### src/rtl/mpc_pkg.sv
package mpc_pkg;
	// register indices of the configuration words
	localparam logic [6:0] MPC_OFS_STARTUP = 7'h0D;
	localparam logic [6:0] MPC_OFS_FEEDBACK = 7'h0E;
	localparam logic [6:0] MPC_OFS_BRAKE = 7'h0F;
	localparam logic [6:0] MPC_OFS_LOCK = 7'h10;
	localparam logic [6:0] MPC_OFS_SPEED = 7'h11;
	localparam logic [6:0] MPC_SHADOW_BASE = 7'h40;
	// field positions
	localparam int MPC_DELAY_BIT = 14;
	localparam int MPC_FBOFF_BIT = 4;
	localparam int MPC_BRK_LO = 14;
	localparam int MPC_DT_LO = 8;
	localparam int MPC_SOFTON_BIT = 7;
	localparam int MPC_SOFTOFF_BIT = 6;
	localparam int MPC_ANG_LO = 2;
	localparam int MPC_BEMF_LO = 12;
	localparam int MPC_FALL_LO = 10;
	localparam int MPC_RISE_LO = 8;
	localparam int MPC_ALIGN_LO = 6;
	localparam int MPC_BLANK_LO = 4;
	localparam int MPC_RESTART_BIT = 3;
	localparam int MPC_OCSEL_LO = 0;
	localparam int MPC_SERIAL_BIT = 9;
	// reset values of the shadow words
	localparam logic [16:0] MPC_RST_WORD = 17'h00000;
	// timing
	localparam longint MPC_CLK_HZ = 125000000;
	localparam int MPC_CLK_NS = 8;
	localparam int MPC_DELAY_SHORT_MS = 25;
	localparam int MPC_DELAY_LONG_MS = 100;
	localparam int MPC_DT_ZERO_NS = 640;
	localparam int MPC_DT_STEP_NS = 40;
	localparam int MPC_BLANK_STEP_NS = 320;
	localparam int MPC_FILT_STEP_NS = 120;
	localparam int MPC_RESTART_S = 5;
	localparam longint MPC_DELAY_SHORT_CYC = MPC_CLK_HZ * MPC_DELAY_SHORT_MS / 1000;
	localparam longint MPC_DELAY_LONG_CYC = MPC_CLK_HZ * MPC_DELAY_LONG_MS / 1000;
	localparam longint MPC_RESTART_CYC = MPC_CLK_HZ * MPC_RESTART_S;
	localparam int MPC_DT_STEP_CYC = MPC_DT_STEP_NS / MPC_CLK_NS;
	localparam int MPC_BLANK_STEP_CYC = MPC_BLANK_STEP_NS / MPC_CLK_NS;
	localparam int MPC_FILT_STEP_CYC = MPC_FILT_STEP_NS / MPC_CLK_NS;
	localparam int MPC_DT_ZERO_CYC = MPC_DT_ZERO_NS / MPC_CLK_NS;

	typedef struct packed {
		logic wr;
		logic rd;
		logic [6:0] addr;
		logic [16:0] wdata;
	} mpc_reg_req_t;

	typedef struct packed {
		logic delay_long;
		logic feedback_terminal_off;
		logic [2:0] brake_permit_current_level;
		logic [3:0] deadtime_code;
		logic soft_start;
		logic soft_stop;
		logic [1:0] startup_angle_stall_sel;
		logic [1:0] backemf_stall_filter;
		logic [1:0] falling_slew_limit;
		logic [1:0] rising_slew_limit;
		logic [1:0] align_sel;
		logic [1:0] overcurrent_blank_sel;
		logic overcurrent_restart_sel;
		logic [2:0] overcurrent_filter_side_sel;
		logic serial_cmd;
		logic [8:0] speed_request;
	} mpc_cfg_t;

	typedef struct packed {
		logic upper_on;
		logic lower_on;
		logic [7:0] filt_cyc;
	} mpc_oc_t;
endpackage

### src/rtl/mpc_cfg_bank.sv
`timescale 1ns/100ps
module mpc_cfg_bank #(
	parameter longint DELAY_SHORT_CYC = mpc_pkg::MPC_DELAY_SHORT_CYC,
	parameter longint DELAY_LONG_CYC = mpc_pkg::MPC_DELAY_LONG_CYC,
	parameter longint RESTART_CYC = mpc_pkg::MPC_RESTART_CYC
) (
	input wire logic clk_sys_i,
	input wire logic reset_i,
	input wire mpc_pkg::mpc_reg_req_t req_i,
	input wire logic [10:0] rated_current_i,
	input wire logic align_go_mode_i,
	input wire logic start_cmd_i,
	input wire logic restart_req_i,
	input wire logic switch_edge_i,
	input wire logic oc_upper_i,
	input wire logic oc_lower_i,
	input wire logic brake_req_i,
	input wire logic brake_always_i,
	input wire logic [10:0] motor_current_i,
	input wire logic [8:0] terminal_speed_i,
	input wire logic feedback_pulse_i,
	output logic [16:0] rdata_o,
	output mpc_pkg::mpc_cfg_t cfg_o,
	output logic speed_feedback_output_o,
	output logic settle_window_o,
	output logic [7:0] deadtime_cyc_o,
	output logic [10:0] brake_permit_current_level_o,
	output logic brake_o,
	output logic overcurrent_fault_o,
	output logic drive_enable_o,
	output logic [8:0] speed_cmd_o
);
	import mpc_pkg::*;

	////////////////////////////////////////////////////////////////////////
	typedef struct packed {
		logic [4:0][16:0] word;
		logic serial_written;
		logic [16:0] rdata;
		mpc_cfg_t cfg;
		logic fb;
		logic [31:0] settle_cnt;
		logic settle;
		logic [7:0] dt;
		logic [10:0] thr;
		logic brake;
		logic [7:0] blank_cnt;
		logic [7:0] filt_cnt;
		logic fault;
		logic [31:0] restart_cnt;
		logic [8:0] spd;
		logic drv_en;
	} mpc_state_t;

	mpc_state_t s_q, s_d;
	mpc_cfg_t c;
	mpc_oc_t oc;
	logic [2:0] widx;
	logic hit;
	logic oc_live;
	logic oc_trip;
	logic [7:0] blank_len;

	// decode of filter time and side enables
	function automatic mpc_oc_t oc_decode(input logic [2:0] code);
		mpc_oc_t r;
		r.upper_on = (code != 3'h5) && (code != 3'h7);
		r.lower_on = (code != 3'h6) && (code != 3'h7);
		r.filt_cyc = (code > 3'h4) ? 8'(4 * MPC_FILT_STEP_CYC) : 8'(code * MPC_FILT_STEP_CYC);
		return r;
	endfunction

	////////////////////////////////////////////////////////////////////////
	always_comb begin
		// every field straight from the shadow words
		c.delay_long = s_q.word[0][MPC_DELAY_BIT];
		c.feedback_terminal_off = s_q.word[1][MPC_FBOFF_BIT];
		c.brake_permit_current_level = s_q.word[2][MPC_BRK_LO+:3];
		c.deadtime_code = s_q.word[2][MPC_DT_LO+:4];
		c.soft_start = s_q.word[2][MPC_SOFTON_BIT];
		c.soft_stop = s_q.word[2][MPC_SOFTOFF_BIT];
		c.startup_angle_stall_sel = s_q.word[2][MPC_ANG_LO+:2];
		c.backemf_stall_filter = s_q.word[3][MPC_BEMF_LO+:2];
		c.falling_slew_limit = s_q.word[3][MPC_FALL_LO+:2];
		c.rising_slew_limit = s_q.word[3][MPC_RISE_LO+:2];
		c.align_sel = s_q.word[3][MPC_ALIGN_LO+:2];
		c.overcurrent_blank_sel = s_q.word[3][MPC_BLANK_LO+:2];
		c.overcurrent_restart_sel = s_q.word[3][MPC_RESTART_BIT];
		c.overcurrent_filter_side_sel = s_q.word[3][MPC_OCSEL_LO+:3];
		c.serial_cmd = s_q.word[4][MPC_SERIAL_BIT];
		c.speed_request = s_q.word[4][8:0];
		oc = oc_decode(c.overcurrent_filter_side_sel);
		oc_live = (oc.upper_on && oc_upper_i) || (oc.lower_on && oc_lower_i);
		// trip once blanking is over and the condition outlasted the filter time
		oc_trip = !switch_edge_i && (s_q.blank_cnt == 8'h00) && oc_live && (s_q.filt_cnt >= oc.filt_cyc);
		blank_len = (c.overcurrent_blank_sel == 2'h0) ? 8'h00 :
			8'(MPC_BLANK_STEP_CYC << (c.overcurrent_blank_sel - 2'h1));
		// words answer at the eeprom index and at the shadow index
		widx = 3'h0;
		hit = 1'b0;
		for (int i = 0; i < 5; i++) begin
			if (req_i.addr == 7'(MPC_OFS_STARTUP + i) || req_i.addr == 7'(MPC_SHADOW_BASE + MPC_OFS_STARTUP + i)) begin
				widx = 3'(i);
				hit = 1'b1;
			end
		end

		s_d = s_q;
		s_d.cfg = c;
		if (req_i.wr && hit) begin
			s_d.word[widx] = req_i.wdata;
			s_d.serial_written = 1'b1;
		end
		s_d.rdata = (req_i.rd && hit) ? s_q.word[widx] : 17'h00000;
		// terminal drops after the first write or when turned off
		s_d.fb = !c.feedback_terminal_off && !s_q.serial_written && feedback_pulse_i;
		if (start_cmd_i && !align_go_mode_i) begin
			s_d.settle_cnt = c.delay_long ? 32'(DELAY_LONG_CYC) : 32'(DELAY_SHORT_CYC);
			s_d.settle = 1'b1;
		end else if (s_q.settle_cnt != 32'h00000000) begin
			s_d.settle_cnt = s_q.settle_cnt - 32'h00000001;
			s_d.settle = (s_q.settle_cnt != 32'h00000001);
		end else begin
			s_d.settle = 1'b0;
		end
		s_d.dt = (c.deadtime_code == 4'h0) ? 8'(MPC_DT_ZERO_CYC) :
			8'((c.deadtime_code + 8'h01) * MPC_DT_STEP_CYC);
		s_d.thr = rated_current_i >> c.brake_permit_current_level;
		// conditional brake waits for the threshold
		s_d.brake = brake_req_i && (brake_always_i || (motor_current_i < s_q.thr));
		// restart on request or after the timed wait
		if (s_q.fault) begin
			if (!c.overcurrent_restart_sel) begin
				if (restart_req_i) begin
					s_d.fault = 1'b0;
				end
			end else if (s_q.restart_cnt >= 32'(RESTART_CYC - 1)) begin
				s_d.fault = 1'b0;
				s_d.restart_cnt = 32'h00000000;
			end else begin
				s_d.restart_cnt = s_q.restart_cnt + 32'h00000001;
			end
		end else begin
			s_d.restart_cnt = 32'h00000000;
		end
		// blanking, persistence filter
		// placed after the restart so a trip in the same cycle wins over the clear
		if (switch_edge_i) begin
			s_d.blank_cnt = blank_len;
			s_d.filt_cnt = 8'h00;
		end else if (s_q.blank_cnt != 8'h00) begin
			s_d.blank_cnt = s_q.blank_cnt - 8'h01;
		end else if (oc_live) begin
			if (oc_trip) begin
				s_d.fault = 1'b1;
			end else begin
				s_d.filt_cnt = s_q.filt_cnt + 8'h01;
			end
		end else begin
			s_d.filt_cnt = 8'h00;
		end
		// registered so the enable pin comes straight from a flop
		s_d.drv_en = !s_d.fault;
		// register speed only in serial mode
		s_d.spd = c.serial_cmd ? c.speed_request : terminal_speed_i;
	end

	////////////////////////////////////////////////////////////////////////
	// reset words are all zero; no eeprom load model here
	always_ff @(posedge clk_sys_i or posedge reset_i) begin
		if (reset_i) begin
			s_q <= '0;
			s_q.drv_en <= 1'b1;
		end else begin
			s_q <= s_d;
		end
	end

	assign rdata_o = s_q.rdata;
	assign cfg_o = s_q.cfg;
	assign speed_feedback_output_o = s_q.fb;
	assign settle_window_o = s_q.settle;
	assign deadtime_cyc_o = s_q.dt;
	assign brake_permit_current_level_o = s_q.thr;
	assign brake_o = s_q.brake;
	assign overcurrent_fault_o = s_q.fault;
	assign drive_enable_o = s_q.drv_en;
	assign speed_cmd_o = s_q.spd;

	////////////////////////////////////////////////////////////////////////
	chk_speed_source: assert property (@(posedge clk_sys_i) disable iff (reset_i)
		$past(c.serial_cmd) |-> speed_cmd_o == $past(c.speed_request)) else $error("speed source wrong");
	chk_feedback_gate: assert property (@(posedge clk_sys_i) disable iff (reset_i)
		$past(s_q.serial_written) |-> !speed_feedback_output_o) else $error("feedback after write");
	chk_deadtime_zero: assert property (@(posedge clk_sys_i) disable iff (reset_i)
		!$past(reset_i) && $past(c.deadtime_code) == 4'h0 |-> deadtime_cyc_o == 8'h50) else $error("deadtime zero code");
	chk_deadtime_step: assert property (@(posedge clk_sys_i) disable iff (reset_i)
		!$past(reset_i) && $past(c.deadtime_code) != 4'h0 |-> deadtime_cyc_o == 8'(($past(c.deadtime_code) + 8'h01) * 5))
		else $error("deadtime step code");
	chk_brake_wait: assert property (@(posedge clk_sys_i) disable iff (reset_i)
		brake_o && !$past(brake_always_i) |-> $past(motor_current_i) < $past(s_q.thr)) else $error("unsafe brake");
	chk_thr_shift: assert property (@(posedge clk_sys_i) disable iff (reset_i)
		c.brake_permit_current_level == 3'h7 |=> brake_permit_current_level_o == ($past(rated_current_i) >> 7))
		else $error("threshold wrong");
	chk_blank_hold: assert property (@(posedge clk_sys_i) disable iff (reset_i)
		switch_edge_i && blank_len != 8'h00 && !overcurrent_fault_o |=> !overcurrent_fault_o) else $error("fault in blank");
	chk_settle_start: assert property (@(posedge clk_sys_i) disable iff (reset_i)
		start_cmd_i && !align_go_mode_i |=> settle_window_o [*2]) else $error("settle window missing");
	chk_restart_req: assert property (@(posedge clk_sys_i) disable iff (reset_i)
		overcurrent_fault_o && !c.overcurrent_restart_sel && restart_req_i && !oc_trip |=> !overcurrent_fault_o)
		else $error("restart ignored");
	chk_side_off: assert property (@(posedge clk_sys_i) disable iff (reset_i)
		c.overcurrent_filter_side_sel == 3'h7 && !overcurrent_fault_o |=> !overcurrent_fault_o)
		else $error("fault while disabled");

	////////////////////////////////////////////////////////////////////////
	// register access and decode
	chk_rdata_miss: assert property (@(posedge clk_sys_i) disable iff (reset_i)
		req_i.rd && !hit |=> rdata_o == 17'h00000)
		else $error("read of unmapped index not zero");
	chk_rdata_hit: assert property (@(posedge clk_sys_i) disable iff (reset_i)
		req_i.rd && hit |=> rdata_o == $past(s_q.word[widx]))
		else $error("read data wrong");
	chk_word_store: assert property (@(posedge clk_sys_i) disable iff (reset_i)
		req_i.wr && hit |=> s_q.word[$past(widx)] == $past(req_i.wdata))
		else $error("write not stored");
	chk_fb_off: assert property (@(posedge clk_sys_i) disable iff (reset_i)
		$past(c.feedback_terminal_off) |-> !speed_feedback_output_o)
		else $error("feedback while turned off");
	chk_soft_start: assert property (@(posedge clk_sys_i) disable iff (reset_i)
		!$past(reset_i) |-> cfg_o.soft_start == $past(s_q.word[2][MPC_SOFTON_BIT]))
		else $error("soft start decode");
	chk_soft_stop: assert property (@(posedge clk_sys_i) disable iff (reset_i)
		!$past(reset_i) |-> cfg_o.soft_stop == $past(s_q.word[2][MPC_SOFTOFF_BIT]))
		else $error("soft stop decode");
	chk_angle_lock: assert property (@(posedge clk_sys_i) disable iff (reset_i)
		!$past(reset_i) |-> cfg_o.startup_angle_stall_sel == $past(s_q.word[2][3:2]))
		else $error("angle lock decode");
	chk_backemf_filter: assert property (@(posedge clk_sys_i) disable iff (reset_i)
		!$past(reset_i) |-> cfg_o.backemf_stall_filter == $past(s_q.word[3][13:12]))
		else $error("back-emf filter decode");
	chk_slew_limits: assert property (@(posedge clk_sys_i) disable iff (reset_i)
		!$past(reset_i) |-> {cfg_o.falling_slew_limit, cfg_o.rising_slew_limit} == $past(s_q.word[3][11:8]))
		else $error("slew limit decode");
	chk_align_code: assert property (@(posedge clk_sys_i) disable iff (reset_i)
		!$past(reset_i) |-> cfg_o.align_sel == $past(s_q.word[3][7:6]))
		else $error("align code decode");
	chk_cfg_follow: assert property (@(posedge clk_sys_i) disable iff (reset_i)
		!$past(reset_i) |-> cfg_o == $past(c))
		else $error("config not from shadow words");

	////////////////////////////////////////////////////////////////////////
	// startup, brake and speed command
	chk_settle_align: assert property (@(posedge clk_sys_i) disable iff (reset_i)
		start_cmd_i && align_go_mode_i && !settle_window_o |=> !settle_window_o)
		else $error("settle window in align-and-go");
	chk_thr_zero: assert property (@(posedge clk_sys_i) disable iff (reset_i)
		c.brake_permit_current_level == 3'h0 |=> brake_permit_current_level_o == $past(rated_current_i))
		else $error("full threshold wrong");
	chk_brake_always: assert property (@(posedge clk_sys_i) disable iff (reset_i)
		brake_req_i && brake_always_i |=> brake_o)
		else $error("immediate brake missing");
	chk_speed_terminal: assert property (@(posedge clk_sys_i) disable iff (reset_i)
		!$past(reset_i) && !$past(c.serial_cmd) |-> speed_cmd_o == $past(terminal_speed_i))
		else $error("register speed used outside serial mode");

	////////////////////////////////////////////////////////////////////////
	// overcurrent path
	chk_blank_len: assert property (@(posedge clk_sys_i) disable iff (reset_i)
		switch_edge_i |=> s_q.blank_cnt == $past(blank_len))
		else $error("blank length wrong");
	chk_blank_count: assert property (@(posedge clk_sys_i) disable iff (reset_i)
		s_q.blank_cnt != 8'h00 && !switch_edge_i |=> s_q.blank_cnt == $past(s_q.blank_cnt) - 8'h01)
		else $error("blank count wrong");
	chk_filter_wait: assert property (@(posedge clk_sys_i) disable iff (reset_i)
		!overcurrent_fault_o && !oc_trip |=> !overcurrent_fault_o)
		else $error("fault before filter time");
	chk_filter_trip: assert property (@(posedge clk_sys_i) disable iff (reset_i)
		oc_trip |=> overcurrent_fault_o)
		else $error("fault missing after filter time");
	chk_side_upper: assert property (@(posedge clk_sys_i) disable iff (reset_i)
		c.overcurrent_filter_side_sel == 3'h5 && !oc_lower_i && !overcurrent_fault_o |=> !overcurrent_fault_o)
		else $error("upper side not disabled");
	chk_side_lower: assert property (@(posedge clk_sys_i) disable iff (reset_i)
		c.overcurrent_filter_side_sel == 3'h6 && !oc_upper_i && !overcurrent_fault_o |=> !overcurrent_fault_o)
		else $error("lower side not disabled");
	chk_restart_wait: assert property (@(posedge clk_sys_i) disable iff (reset_i)
		overcurrent_fault_o && !c.overcurrent_restart_sel && !restart_req_i |=> overcurrent_fault_o)
		else $error("fault cleared without request");
	chk_restart_timed: assert property (@(posedge clk_sys_i) disable iff (reset_i)
		overcurrent_fault_o && c.overcurrent_restart_sel && s_q.restart_cnt < 32'(RESTART_CYC - 1) |=> overcurrent_fault_o)
		else $error("timed restart too early");
	chk_drive_enable: assert property (@(posedge clk_sys_i) disable iff (reset_i)
		drive_enable_o == !overcurrent_fault_o)
		else $error("drive enable disagrees with fault");
endmodule

### config.mk
export PLATFORM = sky130hd
export DESIGN_NAME = mpc_cfg_bank
export DESIGN_NICKNAME = d
export VERILOG_FILES = /design/src/rtl/mpc_pkg.sv /design/src/rtl/mpc_cfg_bank.sv
export SDC_FILE = /design/constraint.sdc
export NUM_CORES = 1
export LEC_CHECK = 0
export ABC_AREA = 1
export BUFFER_PORTS_ARGS = -buffer_cell sky130_fd_sc_hd__clkbuf_2
export CORE_MARGIN = 1.5
export CORE_UTILIZATION = 59
export DETAILED_ROUTE_END_ITERATION = 8
export MAX_ROUTING_LAYER = met4
export PLACE_DENSITY = 0.8
export SETUP_SLACK_MARGIN = 0.5
export SYNTH_ARGS = -nofsm -noshare
export SYNTH_HDL_FRONTEND = slang
export SYNTH_SLANG_ARGS = --single-unit
### constraint.sdc
create_clock -name clk_sys_i -period 9.55 [get_ports clk_sys_i]
set_input_delay 1.4325 -clock clk_sys_i [delete_from_list [all_inputs] [get_ports clk_sys_i]]
set_output_delay 1.4325 -clock clk_sys_i [all_outputs]
set_load 0.03 [all_outputs]
-- Word-level counts from Yosys, hierarchy flattened
Cells that the tools add are included.
- equal/unequal tests: 17
- multiplexer cells: 38
- add/subtract/negate cells: 6
- reductions and logical operators: 34
- multipliers: 2
- shift operators: 2
- divide/modulo/power cells: 0
- bitwise operators: 0
- magnitude comparators: 6
- operators with widths (cell ; number):
    $mux W32 ; 4
    $bwmux W85 ; 1
    $bmux W17 S3 ; 1
    $demux W17 S3 ; 1
    $mux W17 ; 3
    $mux W8 ; 5
    $eq A7 B7 Y1 const B ; 5
    $mux W33 ; 1
    $add A32 B1 Y32 const B ; 1
    $ge A32 B30 Y1 const B ; 1
    $ne A32 B1 Y1 const B ; 1
    $reduce_bool A32 Y1 ; 1
    $sub A32 B1 Y32 const B ; 1
    $mux W24 ; 1
    $eq A7 B4 Y1 const B ; 3
    $mux W9 ; 2
    $mux W16 ; 1
    $eq A7 B5 Y1 const B ; 2
    $logic_and A1 B1 Y1 ; 14
    $mux W1 ; 14
    $ne A3 B3 Y1 const B ; 4
    $lt A11 B11 Y1 ; 1
    $shr A11 B3 Y11 ; 1
    $mux W3 ; 3
    22 further kinds ; 33
- output and inout bits: 87
- memories kept: 0
- register bits after elaboration: 253
- logic and storage cells: 140
- memory bits (writable): 0
- ROM bits: 0
- latch bits: 0

-- Depth between registers and ports, before layout
- depth in word-level cells: 11
- mapped depth: 17

-- Worst setup path before layout
Ideal clock, no wire load.
- path type: register -> register
- start: reg s_q, in the netlist c[11]
- end: reg s_q[48] (netlist bit)
- arrival time: 2.996 ns
- cell stages (with the launch flop): 17
- library setup time: 0.065 ns
- path slack: 6.489 ns
- period minus slack after synthesis: 3.061 ns
- data required time: 9.485 ns
- cells stage by stage: dfrtp_1 -> fa_1 -> ha_1 -> inv_1 -> fa_1 -> or2_2 -> a21oi_1 -> o21ai_0 -> ha_1 -> inv_1 -> nor3_1 -> nand2_1 -> nand2_1 -> nand2_4 -> nand2_4 -> nand2_1 -> nand2_1
- longest elaborated chain between the ends: 8
- RTL lines (what ; line ; text):
    start: declaration ; mpc_cfg_bank.sv:55 ; mpc_state_t s_q, s_d;
    branches (longest 8 deep; another with $ge A8 B7 Y1) ; - ;
Parallel ways; which one is timed is not known. The select of a mux whose other input is x is not followed.
A chain may end at the register's enable or synchronous reset.

-- Final worst setup path
- start: reg s_q, in the netlist c[12]
- end: reg s_q[45] (netlist bit)
The elaborated chain is that of the path after synthesis.

==> out/results.tsv <==
metric	value	unit
status	finished, final reports clean	
R2R depth	16	
first-pass GRT wire length	51300	um
final core occ	65.8	%
Routed WL per cell	15.4	um
Die Footprint	0.0236	sq mm
largest net degree at the start of global routing	103	
Final TNS setup	0	ns
layout cells sized above 1	16.3	%
count of final hold-check violations	0	
Finished Layout Cells	1981	
Critical Path AT	4.04	ns
row cnt	54	
Register Area	0.00633	sq mm
slowest CP cell	fa_1	
Initial DRC Count	691	
crit path time final	3.55	ns
sw frac	30.2	%
worst skew pair latency	0.54	ns
die height	154	um
synthesis-to-finish area growth	8.23	%
Crit path max-delay family	adder cells	
CORE AREA	0.0220	sq mm
Clock power frac	37.0	%
Ys Warns	0	
post-synthesis sequential area ratio	47.3	%
IO Pins	155	
area leader, netlist	dfrtp_1	
mux share of post-synthesis cell area	1.05	%
Max Slew Vio Count	0	
Compound-Gate Fraction of Synth Area	10.6	%
worst reg2reg path startpoint	c[12]	
startpoint types	flop	
vias in the first global route	10500	
Switching Power	0.810	mW
FF+latch count, synth	253	
Post-Syn Area	0.0134	sq mm
Final Cycle Share	37.2	%
final RePlAce weighted congestion	0.940	
Hold Crit Endpoint	cfg_o[27]	
xor/xnor share of the synthesized area	2.16	%
Mapped Nets	1726	
CTS H-tree lvls	1	
Hold Worst Slack	0.403	ns
grt total ovfl	0	
max incr delay on CP	0.63	ns
Initial Utilization	60.8	%
top cell type's share of synthesized area	47.1	%
buffers inserted by post-CTS timing repair	0	
Pleak	7.25	nW
global-route track usage on met1	34.7	%
post-CTS sizing	0	
gr usage total	27.5	%
MaxCap Viol Count	0	
clk root buf	clkbuf_16	
critical path peak fanout	12	
main combinational cell family by area after synthesis	simple AND/OR/NAND/NOR gates	
CTS tree	yes	
Async SR Flop Fraction	100	%
slack of the worst reg-to-reg path	6.00	ns
CP Class	flop to flop	
Max Root-Sink Buffers	3	
CP Cell Sequence	fa_1 > ha_1 > inv_1 > fa_1 > or2_2 > a21oi_1 > o21ai_0 > ha_1 > inv_1 > nor3_1 > nand2_1 > nand2_1 > nand2_4 > nand2_4 > nand2_1 > nand2_1	
clock skew	0.0110	ns
Post-Place Cells	1930	
vias	10700	
drt via density	5.38	
Final #Nets	1788	
Fill cells	1893	
Synth area leaders	dfrtp_1 47%, nand2_1 12%, buf_4 4.8%	
most common cell in the netlist	nand2_1	
Buf/Inv on CP	2	
synthesized instance count	1617	
Hold Path Stages	0	
Max rail drop VDD	0.155	mV
logic gate share of total power	17.0	%
die width	154	um
final non-filler cell area	0.0145	sq mm
Pwr Total	2.68	mW
Synth Flop Type	dfrtp_1	
top cells by count, synth	416 x nand2_1, 252 x dfrtp_1, 165 x nor2_1	
final worst setup slack	6.00	ns
number of synthesized flops with an enable pin	0	
Required @ worst endpoint	10.03	ns
Worst-Margin Slew	1.05	ns
Global Route met2 Usage	46.1	%
TritonCTS Buffers	27	
sequential share of power	46.0	%
PwrDens	185	mW/mm^2
internal power	1.87	mW
Top cell by count, worst path	nand2_1	
Max Clk Rate	0.282	GHz
Routed Antenna Nets	0	
syn avg cell area	8.29	sq um
R2R Path End	s_q[45]	
Setup Slack @ Placement	5.65	ns
global route hottest layer	met2	
IO buf count	153	
Placement Cell Area	0.0137	sq mm
Multi-input gate area	0.00556	sq mm
Worst-path clk slew	0.06	ns
drt pass-1 iters	5	
final setup violation count	0	
antenna violations before repair	2	
DR DRC count	0	
Routed WL	30500	um
Netlist cell types	46	
Sink Count	253	
simple-gate area share of the yosys netlist	23.6	%
Slew HR	30.0	%
dpl hpwl	21100	um
CP Capture Type	flop	
M3 GR Usage	4.17	%
Synth Area in Adders	4.05	%
hold_sp	c[27]	
Min-Delay Path Class	flop to flop	
RSZ-0062 raised after global routing	no	
Hold Buf Count CTS	0	
==> cell type report <==
cell class                      instances  area share [%]
Sequential cell                       253            43.7
Multi-Input combinational cell       1078            38.3
Timing Repair Buffer                  156            5.43
Clock buffer                           34            5.12
Inverter                              163            4.32
Tap cell                              280            2.42
Clock inverter                         15           0.699
Antenna cell                            2          0.0345
==> state kept, by name, summed over array words and instances (netlist names) <==
register                      count
brake_o                           1
brake_permit_current_level_o     11
c                                37
cfg_o                            37
deadtime_cyc_o                    8
drive_enable_o                    1
overcurrent_fault_o               1
rdata_o                          17
s_q                             129
settle_window_o                   1
speed_cmd_o                       9
speed_feedback_output_o           1
==> cell usage in the layout, fill, tap and decap left out, drive strengths merged <==
cell type  synthesis  layout
mux2i              4       4
o21bai             8       8
o211ai             2       2
nand2            430     430
and3               2       2
nor2             180     180
xnor2             13      13
dfstp              1       1
ha                37      37
nor3              13      13
xor2              20      20
nor4               1       1
o31ai              1       1
or2                4       4
fa                 4       4
o22ai             19      19
buf              107       3
a211oi             1       1
diode              0       2
nand3b             3       3
clkbuf            16     187
clkinvlp           0       3
inv              163     165
a21boi             2       2
a31oi              1       1
dfrtp            252     252
nand3             93      93
o21a               2       2
nand4             14      14
o21ai            163     163
clkinv             0      10
a21oi             52      52
mux2               9       9
==> kinds of logic (layout without fill, tap and decap cells) <==
group,count (synthesis),in the layout
XOR/XNOR,33,33
AO/OA/AOI/OAI,251,251
AND/OR/NAND/NOR,740,740
multiplexers,13,13
other,0,2
flip-flops,253,253
buffers and inverters,286,368
adder cells (fa/ha/maj),41,41
==> metal layers <==
layer  share of wire [%]  vias up
li1                    -     5239
met1                  42     5018
met2                  49      336
met3                 6.1       65
met4                 3.0        0
met5                   0        -
==> power by group through the flow <==
stage | clock [mW] | combinational [mW] | sequential (mW)
after CTS | 1.01 | 0.458 | 1.23
after global routing | 1.05 | 0.515 | 1.24
final | 0.991 | 0.455 | 1.23
after floorplan | 0 | 0.363 | 1.24
after detailed placement | 0 | 0.453 | 1.25
after global placement | 0 | 0.437 | 1.25
==> worst max-delay path by stage <==
stage / slack, ns / cells past startpoint / start / to
final: 6.00 / 16 / c[12] / s_q[45]
after CTS: 6.01 / 16 / c[12] / s_q[45]
after floorplan: 1.16 / 1 / reset_i / brake_o
after detailed placement: 5.65 / 6 / req_i[19] / c[0]
after global placement: 5.76 / 6 / req_i[19] / c[7]
after global routing: 5.83 / 16 / c[12] / s_q[50]
==> worst reg2reg max path, stage by stage, from the launching register on <==
cell,delay (ns)
dfrtp_1,0.57
fa_1,0.64
ha_1,0.19
inv_1,0.06
fa_1,0.37
or2_2,0.32
a21oi_1,0.12
o21ai_0,0.11
ha_1,0.29
inv_1,0.05
nor3_1,0.19
nand2_1,0.08
nand2_1,0.12
nand2_4,0.13
nand2_4,0.13
nand2_1,0.07
nand2_1,0.06
No activity file was read; power rests on OpenSTA's default activity.
